File: src/core/ppmc_pkg.sv
package ppmc_pkg;

  // ==========================================================
  // Register offsets in special function space
  localparam logic [7:0] ADDR_P0_UPPER_MODE = 8'had;
  localparam logic [7:0] ADDR_P1_LOWER_MODE = 8'hae;
  localparam logic [7:0] ADDR_P1_UPPER_MODE = 8'haf;
  localparam logic [7:0] ADDR_P3_LATCH = 8'hb0;
  localparam logic [7:0] ADDR_P2_LOWER_MODE = 8'hb1;
  localparam logic [7:0] ADDR_P2_UPPER_MODE = 8'hb2;

  // ==========================================================
  // Reset values
  localparam logic [7:0] MODE_RESET = 8'h00;
  localparam logic [7:0] LATCH_RESET = 8'hff;
  localparam logic [7:0] RDATA_RESET = 8'h00;

  // ==========================================================
  // Field positions
  localparam int HCFG_MEM_BIT = 1;
  localparam int PIN_RD_STROBE = 7;
  localparam int PIN_WR_STROBE = 6;
  localparam int PIN_COUNT_ONE = 5;
  localparam int PIN_COUNT_ZERO = 4;
  localparam int PIN_IRQ_ONE = 3;
  localparam int PIN_IRQ_ZERO = 2;
  localparam int PIN_TXD = 1;
  localparam int PIN_RXD = 0;
  localparam logic [1:0] SER_MODE_SHIFT = 2'h0;

  // ==========================================================
  // Pin drive modes, in field encoding order
  typedef enum logic [1:0] {
    PPMC_QUASI,
    PPMC_PUSH_PULL,
    PPMC_OPEN_DRAIN,
    PPMC_INPUT
  } ppmc_mode_t;

  // Returns {pad_out, pad_oe, pull_up} for one pin
  function automatic logic [2:0] ppmc_drive(input logic [1:0] mode, input logic val);
    logic [2:0] res;
    res = 3'h0;
    unique case (ppmc_mode_t'(mode))
      PPMC_QUASI: res = {val, ~val, val};
      PPMC_PUSH_PULL: res = {val, 1'b1, 1'b0};
      PPMC_OPEN_DRAIN: res = {1'b0, ~val, 1'b0};
      PPMC_INPUT: res = 3'h0;
    endcase
    return res;
  endfunction

endpackage

File: src/core/ppmc_pin_if.sv
`timescale 1ns/1ps
interface ppmc_pin_if;
  logic [15:0] mode;
  logic [7:0] value;
  logic [7:0] ovr_en;
  logic [7:0] ovr_out;
  logic [7:0] ovr_oe;
  logic [7:0] pad_out;
  logic [7:0] pad_oe;
  logic [7:0] pad_pull;

  modport ctrl (
    output mode, value, ovr_en, ovr_out, ovr_oe,
    input pad_out, pad_oe, pad_pull
  );
  modport drv (
    input mode, value, ovr_en, ovr_out, ovr_oe,
    output pad_out, pad_oe, pad_pull
  );
endinterface

File: src/core/ppmc_pin_drv.sv
`timescale 1ns/1ps
module ppmc_pin_drv (
  input wire logic clk_sys_i,
  input wire logic rst_n_i,
  ppmc_pin_if.drv pins
);

  logic [7:0] next_out;
  logic [7:0] next_oe;
  logic [7:0] next_pull;

  // ==========================================================
  // Mode decode with override
  always_comb begin
    for (int i = 0; i < 8; i++) begin
      logic [2:0] d;
      d = ppmc_pkg::ppmc_drive(pins.mode[2*i +: 2], pins.value[i]);
      next_out[i] = pins.ovr_en[i] ? pins.ovr_out[i] : d[2];
      next_oe[i] = pins.ovr_en[i] ? pins.ovr_oe[i] : d[1];
      next_pull[i] = pins.ovr_en[i] ? 1'b0 : d[0];
    end
  end

  always_ff @(posedge clk_sys_i or negedge rst_n_i) begin
    if (!rst_n_i) begin
      pins.pad_out <= 8'h00;
      pins.pad_oe <= 8'h00;
      pins.pad_pull <= 8'h00;
    end else begin
      pins.pad_out <= next_out;
      pins.pad_oe <= next_oe;
      pins.pad_pull <= next_pull;
    end
  end
endmodule

File: src/core/ppmc_top.sv
`timescale 1ns/1ps
// Overview of operation
// - Two-bit pin field picks pull-up, push-pull, open-drain or input.
// - Low and high mode bytes per port, port 3 and port 0 low from inputs; pin 3/7 at bits 7-6.
// - All mode registers reset to zero; pads reset undriven without pull-up, quasi from the first clock.
// - Port 3 latch resets to all ones and drives its pins.
// - Port 3 pin 7 carries active-low external read strobe.
// - Port 3 pin 6 carries active-low external write strobe.
// - External memory selected forces strobes, ignoring latch and high mode.
// - Falling edge on pins 5 and 4 counts timer 1 and 0.
// - Pins 3 and 2 request enabled interrupts on edge or low.
// - Pin 1 sends serial data, or shift clock in mode 0.
// - Pin 0 receives serial data, bidirectional in mode 0.
// - External memory use overrides ports 0 and 2 regardless of mode.
module ppmc_top (
  input wire logic clk_sys_i,
  input wire logic rst_n_i,
  input wire logic [7:0] sfr_addr_i,
  input wire logic sfr_wr_i,
  input wire logic [7:0] sfr_wdata_i,
  input wire logic sfr_rd_i,
  output logic [7:0] sfr_rdata_o,
  input wire logic [7:0] port0_lower_pin_mode_i,
  input wire logic [7:0] port_three_lower_pin_mode_i,
  input wire logic [7:0] port_three_upper_pin_mode_i,
  input wire logic [7:0] hardware_config_one_i,
  input wire logic external_access_pin_n_i,
  input wire logic [7:0] p0_latch_i,
  input wire logic [7:0] p1_latch_i,
  input wire logic [7:0] p2_latch_i,
  input wire logic [7:0] xmem_addr_lo_i,
  input wire logic xmem_ad_oe_i,
  input wire logic [7:0] xmem_addr_hi_i,
  input wire logic xmem_rd_n_i,
  input wire logic xmem_wr_n_i,
  input wire logic [1:0] ser0_mode_i,
  input wire logic ser0_txd_i,
  input wire logic ser0_shift_clk_i,
  input wire logic ser0_data_out_i,
  input wire logic [1:0] count_ext_en_i,
  input wire logic [1:0] irq_edge_mode_i,
  input wire logic [1:0] irq_enable_i,
  input wire logic [7:0] p3_pad_i,
  output logic [7:0] p0_pad_o,
  output logic [7:0] p0_pad_oe_o,
  output logic [7:0] p0_pull_o,
  output logic [7:0] p1_pad_o,
  output logic [7:0] p1_pad_oe_o,
  output logic [7:0] p1_pull_o,
  output logic [7:0] p2_pad_o,
  output logic [7:0] p2_pad_oe_o,
  output logic [7:0] p2_pull_o,
  output logic [7:0] p3_pad_o,
  output logic [7:0] p3_pad_oe_o,
  output logic [7:0] p3_pull_o,
  output logic counter_zero_event_o,
  output logic counter_one_event_o,
  output logic ext_irq_zero_req_o,
  output logic ext_irq_one_req_o,
  output logic serial_zero_receive_o
);

  logic [7:0] port0_upper_pin_mode;
  logic [7:0] port1_lower_pin_mode;
  logic [7:0] port1_upper_pin_mode;
  logic [7:0] port_three_output_latch;
  logic [7:0] port2_lower_pin_mode;
  logic [7:0] port2_upper_pin_mode;
  logic [7:0] next_rdata;
  logic [7:0] p3_prev;
  logic xmem_sel;
  logic alt_txd;
  logic alt_rxd;
  logic p3_fall_zero;
  logic p3_fall_one;
  logic p3_fall_i0;
  logic p3_fall_i1;

  ppmc_pin_if p0_if ();
  ppmc_pin_if p1_if ();
  ppmc_pin_if p2_if ();
  ppmc_pin_if p3_if ();

  // ==========================================================
  // Register writes
  always_ff @(posedge clk_sys_i or negedge rst_n_i) begin
    if (!rst_n_i) begin
      port0_upper_pin_mode <= ppmc_pkg::MODE_RESET;
      port1_lower_pin_mode <= ppmc_pkg::MODE_RESET;
      port1_upper_pin_mode <= ppmc_pkg::MODE_RESET;
      port2_lower_pin_mode <= ppmc_pkg::MODE_RESET;
      port2_upper_pin_mode <= ppmc_pkg::MODE_RESET;
      port_three_output_latch <= ppmc_pkg::LATCH_RESET;
    end else if (sfr_wr_i) begin
      unique case (sfr_addr_i)
        ppmc_pkg::ADDR_P0_UPPER_MODE: port0_upper_pin_mode <= sfr_wdata_i;
        ppmc_pkg::ADDR_P1_LOWER_MODE: port1_lower_pin_mode <= sfr_wdata_i;
        ppmc_pkg::ADDR_P1_UPPER_MODE: port1_upper_pin_mode <= sfr_wdata_i;
        ppmc_pkg::ADDR_P3_LATCH: port_three_output_latch <= sfr_wdata_i;
        ppmc_pkg::ADDR_P2_LOWER_MODE: port2_lower_pin_mode <= sfr_wdata_i;
        ppmc_pkg::ADDR_P2_UPPER_MODE: port2_upper_pin_mode <= sfr_wdata_i;
        default: ;
      endcase
    end
  end

  // ==========================================================
  // Register reads, unmapped reads zero
  always_comb begin
    next_rdata = 8'h00;
    unique case (sfr_addr_i)
      ppmc_pkg::ADDR_P0_UPPER_MODE: next_rdata = port0_upper_pin_mode;
      ppmc_pkg::ADDR_P1_LOWER_MODE: next_rdata = port1_lower_pin_mode;
      ppmc_pkg::ADDR_P1_UPPER_MODE: next_rdata = port1_upper_pin_mode;
      ppmc_pkg::ADDR_P3_LATCH: next_rdata = port_three_output_latch;
      ppmc_pkg::ADDR_P2_LOWER_MODE: next_rdata = port2_lower_pin_mode;
      ppmc_pkg::ADDR_P2_UPPER_MODE: next_rdata = port2_upper_pin_mode;
      default: next_rdata = 8'h00;
    endcase
  end

  always_ff @(posedge clk_sys_i or negedge rst_n_i) begin
    if (!rst_n_i) begin
      sfr_rdata_o <= ppmc_pkg::RDATA_RESET;
    end else if (sfr_rd_i) begin
      sfr_rdata_o <= next_rdata;
    end
  end

  // ==========================================================
  // Pin control and overrides
  assign xmem_sel = !external_access_pin_n_i || hardware_config_one_i[ppmc_pkg::HCFG_MEM_BIT];
  assign alt_txd = (ser0_mode_i == ppmc_pkg::SER_MODE_SHIFT) ? ser0_shift_clk_i : ser0_txd_i;
  assign alt_rxd = (ser0_mode_i == ppmc_pkg::SER_MODE_SHIFT) ? ser0_data_out_i : 1'b1;

  assign p0_if.mode = {port0_upper_pin_mode, port0_lower_pin_mode_i};
  assign p0_if.value = p0_latch_i;
  assign p0_if.ovr_en = {8{xmem_sel}};
  assign p0_if.ovr_out = xmem_addr_lo_i;
  assign p0_if.ovr_oe = {8{xmem_ad_oe_i}};

  assign p1_if.mode = {port1_upper_pin_mode, port1_lower_pin_mode};
  assign p1_if.value = p1_latch_i;
  assign p1_if.ovr_en = 8'h00;
  assign p1_if.ovr_out = 8'h00;
  assign p1_if.ovr_oe = 8'h00;

  assign p2_if.mode = {port2_upper_pin_mode, port2_lower_pin_mode};
  assign p2_if.value = p2_latch_i;
  assign p2_if.ovr_en = {8{xmem_sel}};
  assign p2_if.ovr_out = xmem_addr_hi_i;
  assign p2_if.ovr_oe = 8'hff;

  // Latch zero holds an alternate function low
  assign p3_if.mode = {port_three_upper_pin_mode_i, port_three_lower_pin_mode_i};
  assign p3_if.value = port_three_output_latch &
    {xmem_rd_n_i, xmem_wr_n_i, 4'hf, alt_txd, alt_rxd};
  assign p3_if.ovr_en = {xmem_sel, xmem_sel, 6'h00};
  assign p3_if.ovr_out = {xmem_rd_n_i, xmem_wr_n_i, 6'h00};
  assign p3_if.ovr_oe = 8'hc0;

  ppmc_pin_drv u_p0 (.clk_sys_i(clk_sys_i), .rst_n_i(rst_n_i), .pins(p0_if));
  ppmc_pin_drv u_p1 (.clk_sys_i(clk_sys_i), .rst_n_i(rst_n_i), .pins(p1_if));
  ppmc_pin_drv u_p2 (.clk_sys_i(clk_sys_i), .rst_n_i(rst_n_i), .pins(p2_if));
  ppmc_pin_drv u_p3 (.clk_sys_i(clk_sys_i), .rst_n_i(rst_n_i), .pins(p3_if));

  assign p0_pad_o = p0_if.pad_out;
  assign p0_pad_oe_o = p0_if.pad_oe;
  assign p0_pull_o = p0_if.pad_pull;
  assign p1_pad_o = p1_if.pad_out;
  assign p1_pad_oe_o = p1_if.pad_oe;
  assign p1_pull_o = p1_if.pad_pull;
  assign p2_pad_o = p2_if.pad_out;
  assign p2_pad_oe_o = p2_if.pad_oe;
  assign p2_pull_o = p2_if.pad_pull;
  assign p3_pad_o = p3_if.pad_out;
  assign p3_pad_oe_o = p3_if.pad_oe;
  assign p3_pull_o = p3_if.pad_pull;

  // ==========================================================
  // Port 3 input events
  assign p3_fall_zero = p3_prev[ppmc_pkg::PIN_COUNT_ZERO] && !p3_pad_i[ppmc_pkg::PIN_COUNT_ZERO];
  assign p3_fall_one = p3_prev[ppmc_pkg::PIN_COUNT_ONE] && !p3_pad_i[ppmc_pkg::PIN_COUNT_ONE];
  assign p3_fall_i0 = p3_prev[ppmc_pkg::PIN_IRQ_ZERO] && !p3_pad_i[ppmc_pkg::PIN_IRQ_ZERO];
  assign p3_fall_i1 = p3_prev[ppmc_pkg::PIN_IRQ_ONE] && !p3_pad_i[ppmc_pkg::PIN_IRQ_ONE];

  always_ff @(posedge clk_sys_i or negedge rst_n_i) begin
    if (!rst_n_i) begin
      p3_prev <= 8'hff;
      counter_zero_event_o <= 1'b0;
      counter_one_event_o <= 1'b0;
    end else begin
      p3_prev <= p3_pad_i;
      counter_zero_event_o <= count_ext_en_i[0] && p3_fall_zero;
      counter_one_event_o <= count_ext_en_i[1] && p3_fall_one;
    end
  end

  always_ff @(posedge clk_sys_i or negedge rst_n_i) begin
    if (!rst_n_i) begin
      ext_irq_zero_req_o <= 1'b0;
      ext_irq_one_req_o <= 1'b0;
    end else begin
      ext_irq_zero_req_o <= irq_enable_i[0] && (irq_edge_mode_i[0] ? p3_fall_i0 :
        !p3_pad_i[ppmc_pkg::PIN_IRQ_ZERO]);
      ext_irq_one_req_o <= irq_enable_i[1] && (irq_edge_mode_i[1] ? p3_fall_i1 :
        !p3_pad_i[ppmc_pkg::PIN_IRQ_ONE]);
    end
  end

  always_ff @(posedge clk_sys_i or negedge rst_n_i) begin
    if (!rst_n_i) begin
      serial_zero_receive_o <= 1'b1;
    end else begin
      serial_zero_receive_o <= p3_pad_i[ppmc_pkg::PIN_RXD];
    end
  end
endmodule

File: config.mk
export PLATFORM = sky130hd
export DESIGN_NAME = ppmc_top
export DESIGN_NICKNAME = d
export VERILOG_FILES = /design/src/core/ppmc_pkg.sv /design/src/core/ppmc_pin_if.sv /design/src/core/ppmc_pin_drv.sv /design/src/core/ppmc_top.sv
export SDC_FILE = /design/constraint.sdc
export NUM_CORES = 1
export LEC_CHECK = 0
export BUFFER_PORTS_ARGS = -buffer_cell sky130_fd_sc_hd__buf_2
export CORE_MARGIN = 2
export CORE_UTILIZATION = 50
export CTS_CLUSTER_DIAMETER = 120
export DETAILED_ROUTE_END_ITERATION = 16
export HOLD_SLACK_MARGIN = 0.02
export PLACE_DENSITY = 0.8
export REMOVE_ABC_BUFFERS = 1
export SLEW_MARGIN = 5
export SYNTH_ARGS = -nofsm -noshare
export SYNTH_HDL_FRONTEND = slang
export SYNTH_SLANG_ARGS = --single-unit
File: constraint.sdc
create_clock -name clk_sys_i -period 1.6 [get_ports clk_sys_i]
set_clock_uncertainty 0.2 [all_clocks]
set_input_delay 0.16 -clock clk_sys_i [delete_from_list [all_inputs] [get_ports clk_sys_i]]
set_output_delay 0.16 -clock clk_sys_i [all_outputs]
set_load 0.1 [all_outputs]
* After elaboration in Yosys (flattened, before gate mapping)
Index checks and enable logic that the tools add are counted.
Widths: inputs -> output; s select.
** Cells by class
- Eq/ne operators :: 102
- Multiplexer cells :: 91
- Bitwise gates (word level) :: 33
- Reduce and logical (&&, ||, !) cells :: 53
** Operators by type and width (number)
- $pmux 3 s4 :: 32
- $eq 2x2->1 const B :: 64
- $logic_not 2->1 :: 33
- $eq 2x1->1 const B :: 32
- $mux 1 :: 58
- $eq 8x8->1 const B :: 6
- $pmux 8 s6 :: 1
- $not 1->1 :: 32
- $reduce_and 2->1 :: 6
- $and 8x8->8 :: 1
- $logic_and 1x1->1 :: 8
- $logic_not 1->1 :: 5
- $logic_or 1x1->1 :: 1
** Word-level totals
- Bits in registers :: 163
- Input bits :: 115
- Word-level logic and storage cells :: 304

* Longest topological paths before layout
Gate-level depths: netlist of run 1.
- Word-level depth :: 6
- Depth in mapped cells :: 5
- Gate-level depth less buffers :: 4

* Modules after synthesis
Synthesis of run 1 repeated with hierarchy kept, for this count alone.
** Second synthesis, totals
- Cell total of the unflattened synthesis :: 549
- Area, all modules :: 6877.8 um2
** Modules (own cells, without submodules)
- ppmc_pin_drv :: instances 4, cells an instance 80, area an instance 980.9 um2, seq. area each 600.6 um2
- ppmc_top :: instances 1, cells an instance 229, area an instance 2954.1 um2, seq. area each 1642.8 um2

* Worst setup path before layout of run 1
No wires, ideal clock.
- Path type :: in2reg
- Start point :: input sfr_addr_i[2]
- End point :: register port2_lower_pin_mode[0]
- Library setup time :: 125 ps
- Arrival :: 1373 ps
- Required time :: 1275 ps
- Setup slack :: -98 ps
- Stages on the path :: 5
- Buffers on the path :: 1
- Cells stage by stage :: or3b_4 nor2_2 and3_1 buf_4 mux2_2
** Between the ends
- Cells in the longest elaborated chain, start to end :: 2
** RTL lines
- start, declared :: line ppmc_top.sv:18 : input wire logic [7:0] sfr_addr_i,
- $eq 8x8->1 :: line ppmc_top.sv:95 : unique case (sfr_addr_i)
- $reduce_and 2->1 (no line)
- end signal, assigned :: line ppmc_top.sv:91 : port2_lower_pin_mode <= ppmc_pkg::MODE_RESET;
- end signal, assigned :: line ppmc_top.sv:100 : ppmc_pkg::ADDR_P2_LOWER_MODE: port2_lower_pin_mode <= sfr_wdata_i;
- end, declared :: line ppmc_top.sv:67 : logic [7:0] port2_lower_pin_mode;
Every way passes these cells.
A chain may end at the register's enable or synchronous reset.

* Worst setup path in the final report of run 1
- Start point :: register port2_lower_pin_mode[5]
- End point :: register u_p2.pins.pad_out[2]
** Between the ends
- Cells in the longest elaborated chain, start to end :: 3
** RTL lines
- $eq 2x2->1, or another cell as far along :: line ppmc_pkg.sv:44 : unique case (ppmc_mode_t'(mode))
- $pmux 3 s4 (*) :: line ppmc_pkg.sv:44
- $mux 1 (*) :: line ppmc_pin_drv.sv:18 : next_out[i] = pins.ovr_en[i] ? pins.ovr_out[i] : d[2];
- via u_p2.next_out[2] :: line ppmc_pin_drv.sv:8 : logic [7:0] next_out;
- end signal, assigned :: line ppmc_pin_drv.sv:30 : pins.pad_out <= next_out;
- end, declared :: line ppmc_pin_if.sv:18 : output pad_out, pad_oe, pad_pull
Mark *: on every way through the listed nets, which the timed path passes. The rest lies on a longest branch.

==> impl_metrics.env, run 1 <==
export IMPL_status="finished, violations left"
export IMPL_violations="setup timing"
export IMPL_setup_violations_final=1
export IMPL_ys_flop_type="dfrtp_1"
export IMPL_cts_sinks=161
export IMPL_io_buffers=213
export IMPL_via_per_inst=5.222
export IMPL_vias=5436
export IMPL_min_path_type="input port to register"
export IMPL_fill_cells=705
export IMPL_fin_crit_ns=1.667
export IMPL_clockBufferDepth=2
export IMPL_die_area_sq_um=13490
export IMPL_core_sq_um=12160
export IMPL_startpoint="port2_lower_pin_mode[5]$_DFFE_PN0P_"
export IMPL_period_share_pct=104.2
export IMPL_dieHeight_um=116.1
export IMPL_boundaryPins=224
export IMPL_grt_max_degree=43
export IMPL_cts_tree="done"
export IMPL_leakagePower_nw=4.789
export IMPL_path_clk_slew_ns=0.06
export IMPL_r2r_start="port2_lower_pin_mode[5]$_DFFE_PN0P_"
export IMPL_ys_seq_area_share_pct=64.33
export IMPL_crit_type="register to register"
export IMPL_cp_data_required_time_ns=1.76
export IMPL_drtAntennaViolNets=0
export IMPL_yosysTopAreaCellShare_pct=58.89
export IMPL_placed_cell_area_sq_um=7843
export IMPL_grt_total_usage_pct=29.03
export IMPL_synth_seq_cells=161
export IMPL_final_max_slew_viol_count=0
export IMPL_synth_edf_count=0
export IMPL_drive_above_1_share_pct=45.18
export IMPL_slowest_stage="dlygate4sd3_1"
export IMPL_grt_overflow=0
export IMPL_ys_async_sr_fraction_pct=100.0
export IMPL_power_density_nw_per_um2=1124
export IMPL_critPathMaxStageDelay_ns=0.59
export IMPL_drt_iter0_drc=371
export IMPL_ys_types=44
export IMPL_wirelength_um=19330
export IMPL_cts_root_buffer="clkbuf_16"
export IMPL_synth_cell_area_sq_um=6289
export IMPL_synth_cells=475
export IMPL_yosysMostFrequentCell="dfrtp_1"
export IMPL_cts_buffers_inserted=17
export IMPL_worstPathArrival_ns=1.83
export IMPL_whs_ns=0.1346
export IMPL_synth_area_leaders="dfrtp_1 (59%), mux2_2 (13%), dfstp_2 (5.4%), nor2b_1 (3.0%), nand2_1 (2.7%)"
export IMPL_ys_top_cells_by_count="dfrtp_1 (148), mux2_2 (70), nand2_1 (45), nor2b_1 (30), o21ai_0 (28)"
export IMPL_antenna_found_initial=0
export IMPL_drc=0
export IMPL_crit_chain="nand2b_1 -> o21ai_0 -> dlygate4sd3_1"
export IMPL_nNetsFinal=974
export IMPL_clk_latency_ns=0.42
export IMPL_fmax_ghz=0.6000
export IMPL_area_delta_synth_final_pct=56.23
export IMPL_gp_congestion=0.9054
export IMPL_setup_ws_ns=-0.06664
export IMPL_relSlewSlack_pct=65.72
export IMPL_fp_dieW_um=116.1
export IMPL_hold_start="sfr_addr_i[0]"
export IMPL_ir_worst_vdd_uv=718.6
export IMPL_fin_util_pct=80.78
export IMPL_startpoint_type="register"
export IMPL_maxCapViolations=0
export IMPL_row_count=40
export IMPL_grt_first_pass_wirelength_um=29180
export IMPL_grt_pass1_vias=5808
export IMPL_yosysWarnings=0
export IMPL_drt_pass1_iterations=5
export IMPL_tightest_slew_ns=0.5178
export IMPL_cts_htree_levels=4
export IMPL_end_kind="register"
export IMPL_power_mw=11.04
export IMPL_hold_viol_final=0
export IMPL_start_util_pct=51.71
export IMPL_synth_top_area_cell="dfrtp_1"
export IMPL_postLayoutCellArea_sq_um=9824
export IMPL_wl_per_cell_um=18.57
export IMPL_dp_hpwl_um=11760
export IMPL_syn_area_per_cell_sq_um=13.24
export IMPL_worstPathMaxFanout=3
## kinds of logic after synthesis
logic type             after synthesis  share of synthesized area [%]
AOI/OAI and AO/OA                   61                          6.327
buffers and inverters               13                         0.8555
DFF                                161                          64.33
muxes                               83                          14.60
and+or+nand+nor                    157                          13.89
## area by class of cell
type | count | area, sq um | share of cell area [%]
diodes | 1 | 2.502 | 0.02547
repair buffers | 376 | 2660 | 27.08
well taps | 168 | 210.2 | 2.140
clock buffers | 19 | 452.9 | 4.610
multi-input cells | 301 | 2238 | 22.78
flip-flops and latches | 161 | 4045 | 41.17
inverters | 2 | 7.507 | 0.07641
clock inverters | 13 | 207.7 | 2.114
## what timing repair did
item	CTS	global route
pin swaps	0	2
setup buffers	0	9
gates resized for setup	2	29
endpoints found under the hold margin	322	6
hold buffers	115	6
setup endpoints to repair	2	54
## layer usage
metal | vias to the layer above | part of all wire, % | track usage [%] | wire, um
met1 | 2710 | 37 | 32.75 | 7214
met3 | 38 | 6.1 | 7.680 | 1187
met2 | 230 | 54 | 52.09 | 10460
li1 | 2458 | - | - | -
met5 | - | 0 | 0 | 0
met4 | 0 | 2.4 | 12.54 | 462
## power breakdown
group          internal, mW  switching [mW]
Combinational         0.635            1.54
Clock                  2.85            1.61
Sequential             4.28           0.118
## metrics by stage
step / setup WS (ns) / TNS [ns] / std cells
floorplan: -0.2469 / -5.211 / 464
global placement: -0.1711 / -6.290 / 882
detailed placement: -0.2146 / -8.032 / 882
CTS: 0.007223 / 0 / 1029
global route: -0.08643 / -0.1250 / 1040
finish: -0.06664 / -0.06664 / 1041
## cell usage in the layout (no fill, tap or decap), types with 3 or more instances in the layout
cell type,netlist,layout
a31oi_1,4,4
dlygate4sd3_1,0,117
clkbuf_16,0,17
nand2b_4,0,3
nor3_2,1,4
a21boi_0,4,4
o21ai_0,28,17
a22o_1,8,8
buf_2,1,203
mux2_2,70,70
nor3b_1,4,4
a41oi_1,4,4
buf_12,0,3
dfrtp_1,148,148
bufinv_16,0,5
o21ai_1,0,10
buf_6,0,4
nor3_1,19,16
clkinvlp_4,0,4
nand2_1,45,45
clkbuf_4,0,7
a32oi_1,3,3
nand2b_1,19,15
nor2_1,17,17
mux2i_1,13,13
a22oi_1,4,4
nor2b_1,30,30
buf_4,1,42
dfstp_2,13,13
## path summary, 6_finish.rpt
check / to / slack (ns) / cells past startpoint
min reg2reg: counter_one_event_o$_DFF_PN0_ / 0.27 / 2
min: sfr_rdata_o[3]$_DFFE_PN0P_ / 0.13 / 4
min in group asynchronous: u_p3.pins.pad_oe[4]$_DFF_PN0_ / 0.54 / 3
max in group asynchronous: port_three_output_latch[7]$_DFFE_PN1P_ / 0.09 / 4
max reg2reg: u_p2.pins.pad_out[2]$_DFF_PN0_ / -0.07 / 3
max: u_p2.pins.pad_out[2]$_DFF_PN0_ / -0.07 / 3
## critical path, delay by kind of cell, from the launching register on
kind | cells | cell delay [ns]
simple gates | 1 | 0.18
buf+inv | 1 | 0.59
compound gates | 1 | 0.24
flops | 1 | 0.40
(Power assumes the default switching activity.)
==> inputs of run 2 (changes only) <==
--- a/config.mk
+++ b/config.mk
@@ -5,7 +5,7 @@
 export SDC_FILE = /design/constraint.sdc
 export NUM_CORES = 1
 export LEC_CHECK = 0
-export BUFFER_PORTS_ARGS = -buffer_cell sky130_fd_sc_hd__buf_2
+export BUFFER_PORTS_ARGS = -buffer_cell sky130_fd_sc_hd__buf_4
 export CORE_MARGIN = 2
 export CORE_UTILIZATION = 50
 export CTS_CLUSTER_DIAMETER = 120
==> constraint.sdc (replaced) <==
create_clock -name clk_sys_i -period 1.6 [get_ports clk_sys_i]
set_clock_uncertainty 0.2 [all_clocks]
set_input_delay 0.16 -clock clk_sys_i [delete_from_list [all_inputs] [get_ports clk_sys_i]]
set_output_delay 0.16 -clock clk_sys_i [all_outputs]
set_load 0.005 [all_outputs]
==> run 2 against run 1 <==
  * The flow finishes with violations (hold timing, setup timing)
  * Critical path type unchanged
  * Highest routed layer unchanged
  * Non-clock buffer count down 9
  * Core utilization up 3.3 points
  * Critical path depth unchanged
  * Global-route usage up 0.52 points
  * Die area unchanged
==> impl_metrics.env, run 2 (synthesis results as in run 1) <==
export IMPL_slowest_stage="dlygate4sd3_1"
export IMPL_fill_cells=635
export IMPL_highest_layer="met4"
export IMPL_fp_dieW_um=116.1
export IMPL_rsz0062_at_grt="yes"
export IMPL_wl_met1_um=7160
export IMPL_nNetsFinal=965
export IMPL_fmax_ghz=0.5941
export IMPL_grt_max_degree=48
export IMPL_violations="hold timing, setup timing"
export IMPL_clockBufferDepth=2
export IMPL_relSlewSlack_pct=74.96
export IMPL_io_buffers=213
export IMPL_leakagePower_nw=4.913
export IMPL_drtAntennaViolNets=0
export IMPL_grt_total_usage_pct=29.55
export IMPL_maxCapViolations=0
export IMPL_hold_viol_final=2
export IMPL_boundaryPins=224
export IMPL_vias=5346
export IMPL_setup_ws_ns=-0.08311
export IMPL_wl_met2_um=9954
export IMPL_core_sq_um=12160
export IMPL_cts_root_buffer="clkbuf_16"
export IMPL_drt_iter0_drc=354
export IMPL_reg2reg_setup_slack_ns=-0.08
export IMPL_startpoint_type="register"
export IMPL_finalSetupTns_ns=-0.08311
export IMPL_cp_data_required_time_ns=1.75
export IMPL_path_clk_slew_ns=0.06
export IMPL_drc=0
export IMPL_die_area_sq_um=13490
export IMPL_multi_input_area_sq_um=2243
export IMPL_placed_cell_area_sq_um=8373
export IMPL_n_antenna_cell=0
export IMPL_met3_wirelength_um=1236
export IMPL_drt_pass1_iterations=4
export IMPL_cts_htree_levels=4
export IMPL_grt_first_pass_wirelength_um=29690
export IMPL_area_delta_synth_final_pct=62.54
export IMPL_dieHeight_um=116.1
export IMPL_power_mw=9.921
export IMPL_crit_type="register to register"
export IMPL_tightest_slew_ns=0.3721
export IMPL_period_share_pct=105.2
export IMPL_start_util_pct=51.71
export IMPL_cts_sinks=161
export IMPL_power_density_nw_per_um2=970.6
export IMPL_row_count=40
export IMPL_worstPathArrival_ns=1.83
export IMPL_gp_congestion=0.8910
export IMPL_final_cell_mix="buf_4 (250), dfrtp_1 (147), dlygate4sd3_1 (112)"
export IMPL_critPathTopFamily="buffers and inverters"
export IMPL_fin_crit_ns=1.683
export IMPL_final_common_cell="buf_4"
export IMPL_cts_buffers_inserted=17
export IMPL_setup_violations_final=1
export IMPL_whs_ns=-0.1121
export IMPL_regArea_sq_um=4046
export IMPL_place_ws_ns=-0.2417
export IMPL_min_path_type="input port to register"
export IMPL_cts_tree="done"
export IMPL_drive_above_1_share_pct=44.84
export IMPL_grt_pass1_vias=5840
export IMPL_final_max_slew_viol_count=0
export IMPL_grt_overflow=0
export IMPL_crit_chain="nand2b_4 -> o21ai_1 -> dlygate4sd3_1"
export IMPL_clk_latency_ns=0.42
export IMPL_critPathBufInv=1
export IMPL_status="finished, violations left"
export IMPL_dpl_cell_count=882
export IMPL_wl_per_cell_um=18.51
export IMPL_via_per_inst=5.185
export IMPL_fin_util_pct=84.04
export IMPL_postLayoutCellArea_sq_um=10220
export IMPL_end_kind="register"
export IMPL_critPathMaxStageDelay_ns=0.61
export IMPL_dp_hpwl_um=11980
export IMPL_worstPathMaxFanout=4
export IMPL_wirelength_um=19080
export IMPL_antenna_found_initial=0
export IMPL_final_cell_count_no_fill=1031
export IMPL_ir_worst_vdd_uv=673.9
run 2: cell types whose count changed in the layout (fill, tap and decap cells not counted), sizes merged, moves of 2 or more:
cell,change
bufinv,-2
clkinv,-2
clkbuf,+2
clkinvlp,-4
buf,+2
dlygate4sd3,-5
run 2: final timing paths:
path | from | end | cells after the start
worst max-delay path | port2_lower_pin_mode[5]$_DFFE_PN0P_ | u_p2.pins.pad_out[2]$_DFF_PN0_ | 3
worst min-delay path | ser0_data_out_i | u_p3.pins.pad_oe[0]$_DFF_PN0_ | 4
worst max register to register | port2_lower_pin_mode[5]$_DFFE_PN0P_ | u_p2.pins.pad_out[2]$_DFF_PN0_ | 3
worst min register to register | p3_prev[4]$_DFF_PN1_ | counter_zero_event_o$_DFF_PN0_ | 2
max in group asynchronous | rst_n_i | port_three_output_latch[3]$_DFFE_PN1P_ | 3
min in group asynchronous | rst_n_i | u_p0.pins.pad_oe[2]$_DFF_PN0_ | 2
run 2: what timing repair did:
| item | 4_1_cts | 5_1_grt |
|---|---|---|
| buffers inserted | 0 | 4 |
| hold buffers | 113 | 1 |
| hold endpoints to repair | 320 | 3 |
| gates resized for setup | 0 | 18 |
| setup endpoints to repair | 0 | 14 |
run 2: area by class of cell:
class / count / area share, %
Clock buffer: 28 / 5.252
Timing Repair Buffer: 367 / 30.15
Inverter: 2 / 0.07345
Sequential cell: 161 / 39.59
Clock inverter: 4 / 0.9303
Multi-Input combinational cell: 301 / 21.95
Tap cell: 168 / 2.057
run 2: tightest hold or removal path, cell delays in order:
cell     delay, ns
buf_4         0.08
o31ai_2       0.08
nor2_1        0.09
a21oi_1       0.05
run 2: report_power, final:
part | internal (mW) | switching [mW]
registers | 4.29 | 0.123
clock network | 2.75 | 1.50
logic | 0.750 | 0.514
total | 7.78 | 2.14
run 2: routing by layer:
metal / vias up / global-route usage [%]
li1: 2430 / -
met1: 2619 / 34.38
met2: 233 / 52.28
met3: 64 / 6.279
met4: 0 / 14.29
met5: - / 0
==> inputs of run 3 (changes only) <==
--- a/config.mk
+++ b/config.mk
@@ -7,13 +7,15 @@
 export LEC_CHECK = 0
 export BUFFER_PORTS_ARGS = -buffer_cell sky130_fd_sc_hd__buf_4
 export CORE_MARGIN = 2
-export CORE_UTILIZATION = 50
+export CORE_UTILIZATION = 51
 export CTS_CLUSTER_DIAMETER = 120
 export DETAILED_ROUTE_END_ITERATION = 16
 export HOLD_SLACK_MARGIN = 0.02
 export PLACE_DENSITY = 0.8
+export RECOVER_POWER = 100
 export REMOVE_ABC_BUFFERS = 1
 export SLEW_MARGIN = 5
 export SYNTH_ARGS = -nofsm -noshare
 export SYNTH_HDL_FRONTEND = slang
+export SYNTH_HIERARCHICAL = 1
 export SYNTH_SLANG_ARGS = --single-unit
==> run 3 against run 2 <==
  * The run ends with setup timing left
  * Clock power down 6.8%
  * Wire length increased by 21%
  * Critical path depth increased by 2
  * Power grew 0.47%
==> impl_metrics.env, run 3 <==
export IMPL_worstPathMaxFanout=2
export IMPL_syn_area_per_cell_sq_um=12.53
export IMPL_setup_violations_final=2
export IMPL_power_density_nw_per_um2=894.5
export IMPL_grt_overflow=0
export IMPL_min_path_cells=4
export IMPL_synth_seq_cells=161
export IMPL_reg2reg_setup_slack_ns=0.01
export IMPL_yosysTopAreaCellShare_pct=53.85
export IMPL_grt_first_pass_wirelength_um=35620
export IMPL_maxCapViolations=0
export IMPL_fp_dieW_um=120.1
export IMPL_startpoint_type="input port"
export IMPL_ir_worst_vdd_uv=528.5
export IMPL_start_util_pct=52.14
export IMPL_worstReg2RegEnd="u_p0/pins.pad_out[6]$_DFF_PN0_"
export IMPL_synth_edf_count=0
export IMPL_synth_cell_area_sq_um=6878
export IMPL_drive_above_1_share_pct=40.96
export IMPL_cts_sinks=161
export IMPL_yosysWarnings=6
export IMPL_area_delta_synth_final_pct=62.02
export IMPL_fin_crit_ns=1.609
export IMPL_row_count=42
export IMPL_end_kind="register"
export IMPL_ys_types=44
export IMPL_drtAntennaViolNets=0
export IMPL_place_ws_ns=-0.3201
export IMPL_cts_htree_levels=4
export IMPL_whs_ns=0.06569
export IMPL_reg2reg_depth=3
export IMPL_synth_area_leaders="dfrtp_1 (54%), mux2_2 (8.8%), mux2_4 (7.0%), dfstp_2 (5.0%), o21ai_2 (4.1%)"
export IMPL_synth_cells=549
export IMPL_grt_max_degree=91
export IMPL_power_mw=9.967
export IMPL_path_clk_slew_ns=0.07
export IMPL_antenna_found_initial=0
export IMPL_worstHoldEndpoint="sfr_rdata_o[4]$_DFFE_PN0P_"
export IMPL_clk_latency_ns=0.43
export IMPL_r2r_start="port0_upper_pin_mode[5]$_DFFE_PN0P_"
export IMPL_grt_total_usage_pct=32.57
export IMPL_synth_top_area_cell="dfrtp_1"
export IMPL_final_max_slew_viol_count=0
export IMPL_regArea_sq_um=4045
export IMPL_final_cell_mix="buf_4 (247), dfrtp_1 (148), dlygate4sd3_1 (108), conb_1 (108), nand2_1 (73)"
export IMPL_wirelength_um=23010
export IMPL_min_path_type="input port to register"
export IMPL_hold_viol_final=0
export IMPL_die_area_sq_um=14430
export IMPL_rsz0062_at_grt="yes"
export IMPL_ys_top_cells_by_count="dfrtp_1 (148), nand2_1 (73), mux2_2 (54), nor3_1 (36), o21ai_0 (36)"
export IMPL_multi_input_area_sq_um=3196
export IMPL_drt_iter0_drc=459
export IMPL_dp_hpwl_um=13830
export IMPL_fmax_ghz=0.6214
export IMPL_boundaryPins=224
export IMPL_fill_cells=656
export IMPL_via_per_inst=5.153
export IMPL_clockBufferDepth=2
export IMPL_status="finished, violations left"
export IMPL_cp_data_required_time_ns=1.76
export IMPL_vias=6292
export IMPL_ys_async_sr_fraction_pct=100.0
export IMPL_final_common_cell="buf_4"
export IMPL_gp_congestion=0.8938
export IMPL_yosysMostFrequentCell="dfrtp_1"
export IMPL_cts_root_buffer="clkbuf_16"
export IMPL_worstPathArrival_ns=1.77
export IMPL_n_antenna_cell=0
export IMPL_drc=0
export IMPL_hold_start="sfr_addr_i[1]"
export IMPL_crit_type="input port to register"
export IMPL_io_buffers=213
export IMPL_setup_ws_ns=-0.009168
export IMPL_period_share_pct=100.6
export IMPL_violations="setup timing"
export IMPL_cts_tree="done"
export IMPL_grt_pass1_vias=6782
export IMPL_nNetsFinal=1147
export IMPL_core_sq_um=13190
export IMPL_dieHeight_um=120.1
export IMPL_ys_seq_area_share_pct=58.81
export IMPL_cts_buffers_inserted=17
export IMPL_wl_per_cell_um=18.84
export IMPL_leakagePower_nw=5.514
export IMPL_drt_pass1_iterations=5
export IMPL_ys_flop_type="dfrtp_1"
[run 3: kinds of logic (layout without fill, tap and decap cells)]
logic type,Yosys count,count (layout),share of synthesized area [%]
and+or+nand+nor,186,186,13.86
AOI/OAI and AO/OA,98,98,10.08
DFF,161,161,58.81
other,2,108,0.1092
muxes,89,89,16.26
buffers and inverters,13,403,0.8731
[run 3: worst max path at each step]
stage / startpoint / end / depth (start not counted)
after floorplan: hardware_config_one_i[1] / u_p0/pins.pad_out[0]$_DFF_PN0_ / 2
after global placement: sfr_addr_i[2] / port2_upper_pin_mode[2]$_DFFE_PN0P_ / 6
after detailed placement: sfr_addr_i[2] / port2_upper_pin_mode[3]$_DFFE_PN0P_ / 6
after CTS: port_three_output_latch[4]$_DFFE_PN1P_ / u_p3/pins.pad_pull[4]$_DFF_PN0_ / 3
after global routing: port0_lower_pin_mode_i[5] / u_p0/pins.pad_pull[2]$_DFF_PN0_ / 5
final: port0_lower_pin_mode_i[5] / u_p0/pins.pad_out[2]$_DFF_PN0_ / 5
[run 3: routing by layer]
layer	wire length [um]	track usage, %
met2	11970	56.85
met5	0	0
met1	8763	37.75
met3	1477	7.510
met4	796	15.59
[run 3: power breakdown]
part,internal [mW],switching (mW)
registers,4.31,0.148
clock network,2.27,1.69
logic,0.869,0.679
total,7.45,2.52
[run 3: stage by stage]
stage | TNS, ns | cell area [sq um] | utilization, % | cells
4_1_cts | 0 | 11130 | 84.41 | 1219
3_5_place_dp | -10.19 | 9417 | 71.39 | 1073
3_3_place_gp | -9.877 | 9417 | 71.39 | 1073
6_report | -0.009640 | 11140 | 84.48 | 1221
5_1_grt | -0.06727 | 11140 | 84.48 | 1221
2_1_floorplan | -60.17 | 7223 | - | 644
[run 3: cell type report]
cell class                      instances  share of cell area, %
Timing Repair Buffer                  369                  27.81
Tap cell                              176                  1.976
Multi-Input combinational cell        481                  28.68
Clock inverter                         12                 0.9769
Inverter                                2                0.06737
Sequential cell                       161                  36.30
Clock buffer                           20                  4.188
[run 3: repair_timing]
item | CTS | global route
resized for setup | 0 | 19
setup buffers | 0 | 7
hold buffers | 114 | 1
hold endpoints to repair | 322 | 1
setup endpoints to repair | 0 | 25
[run 3: worst max-delay path, cell delays in order]
cell and delay [ns]:
dlygate4sd3_1 0.55, buf_4 0.14, nand2b_1 0.19, o21ai_1 0.15
dlygate4sd3_1 0.58
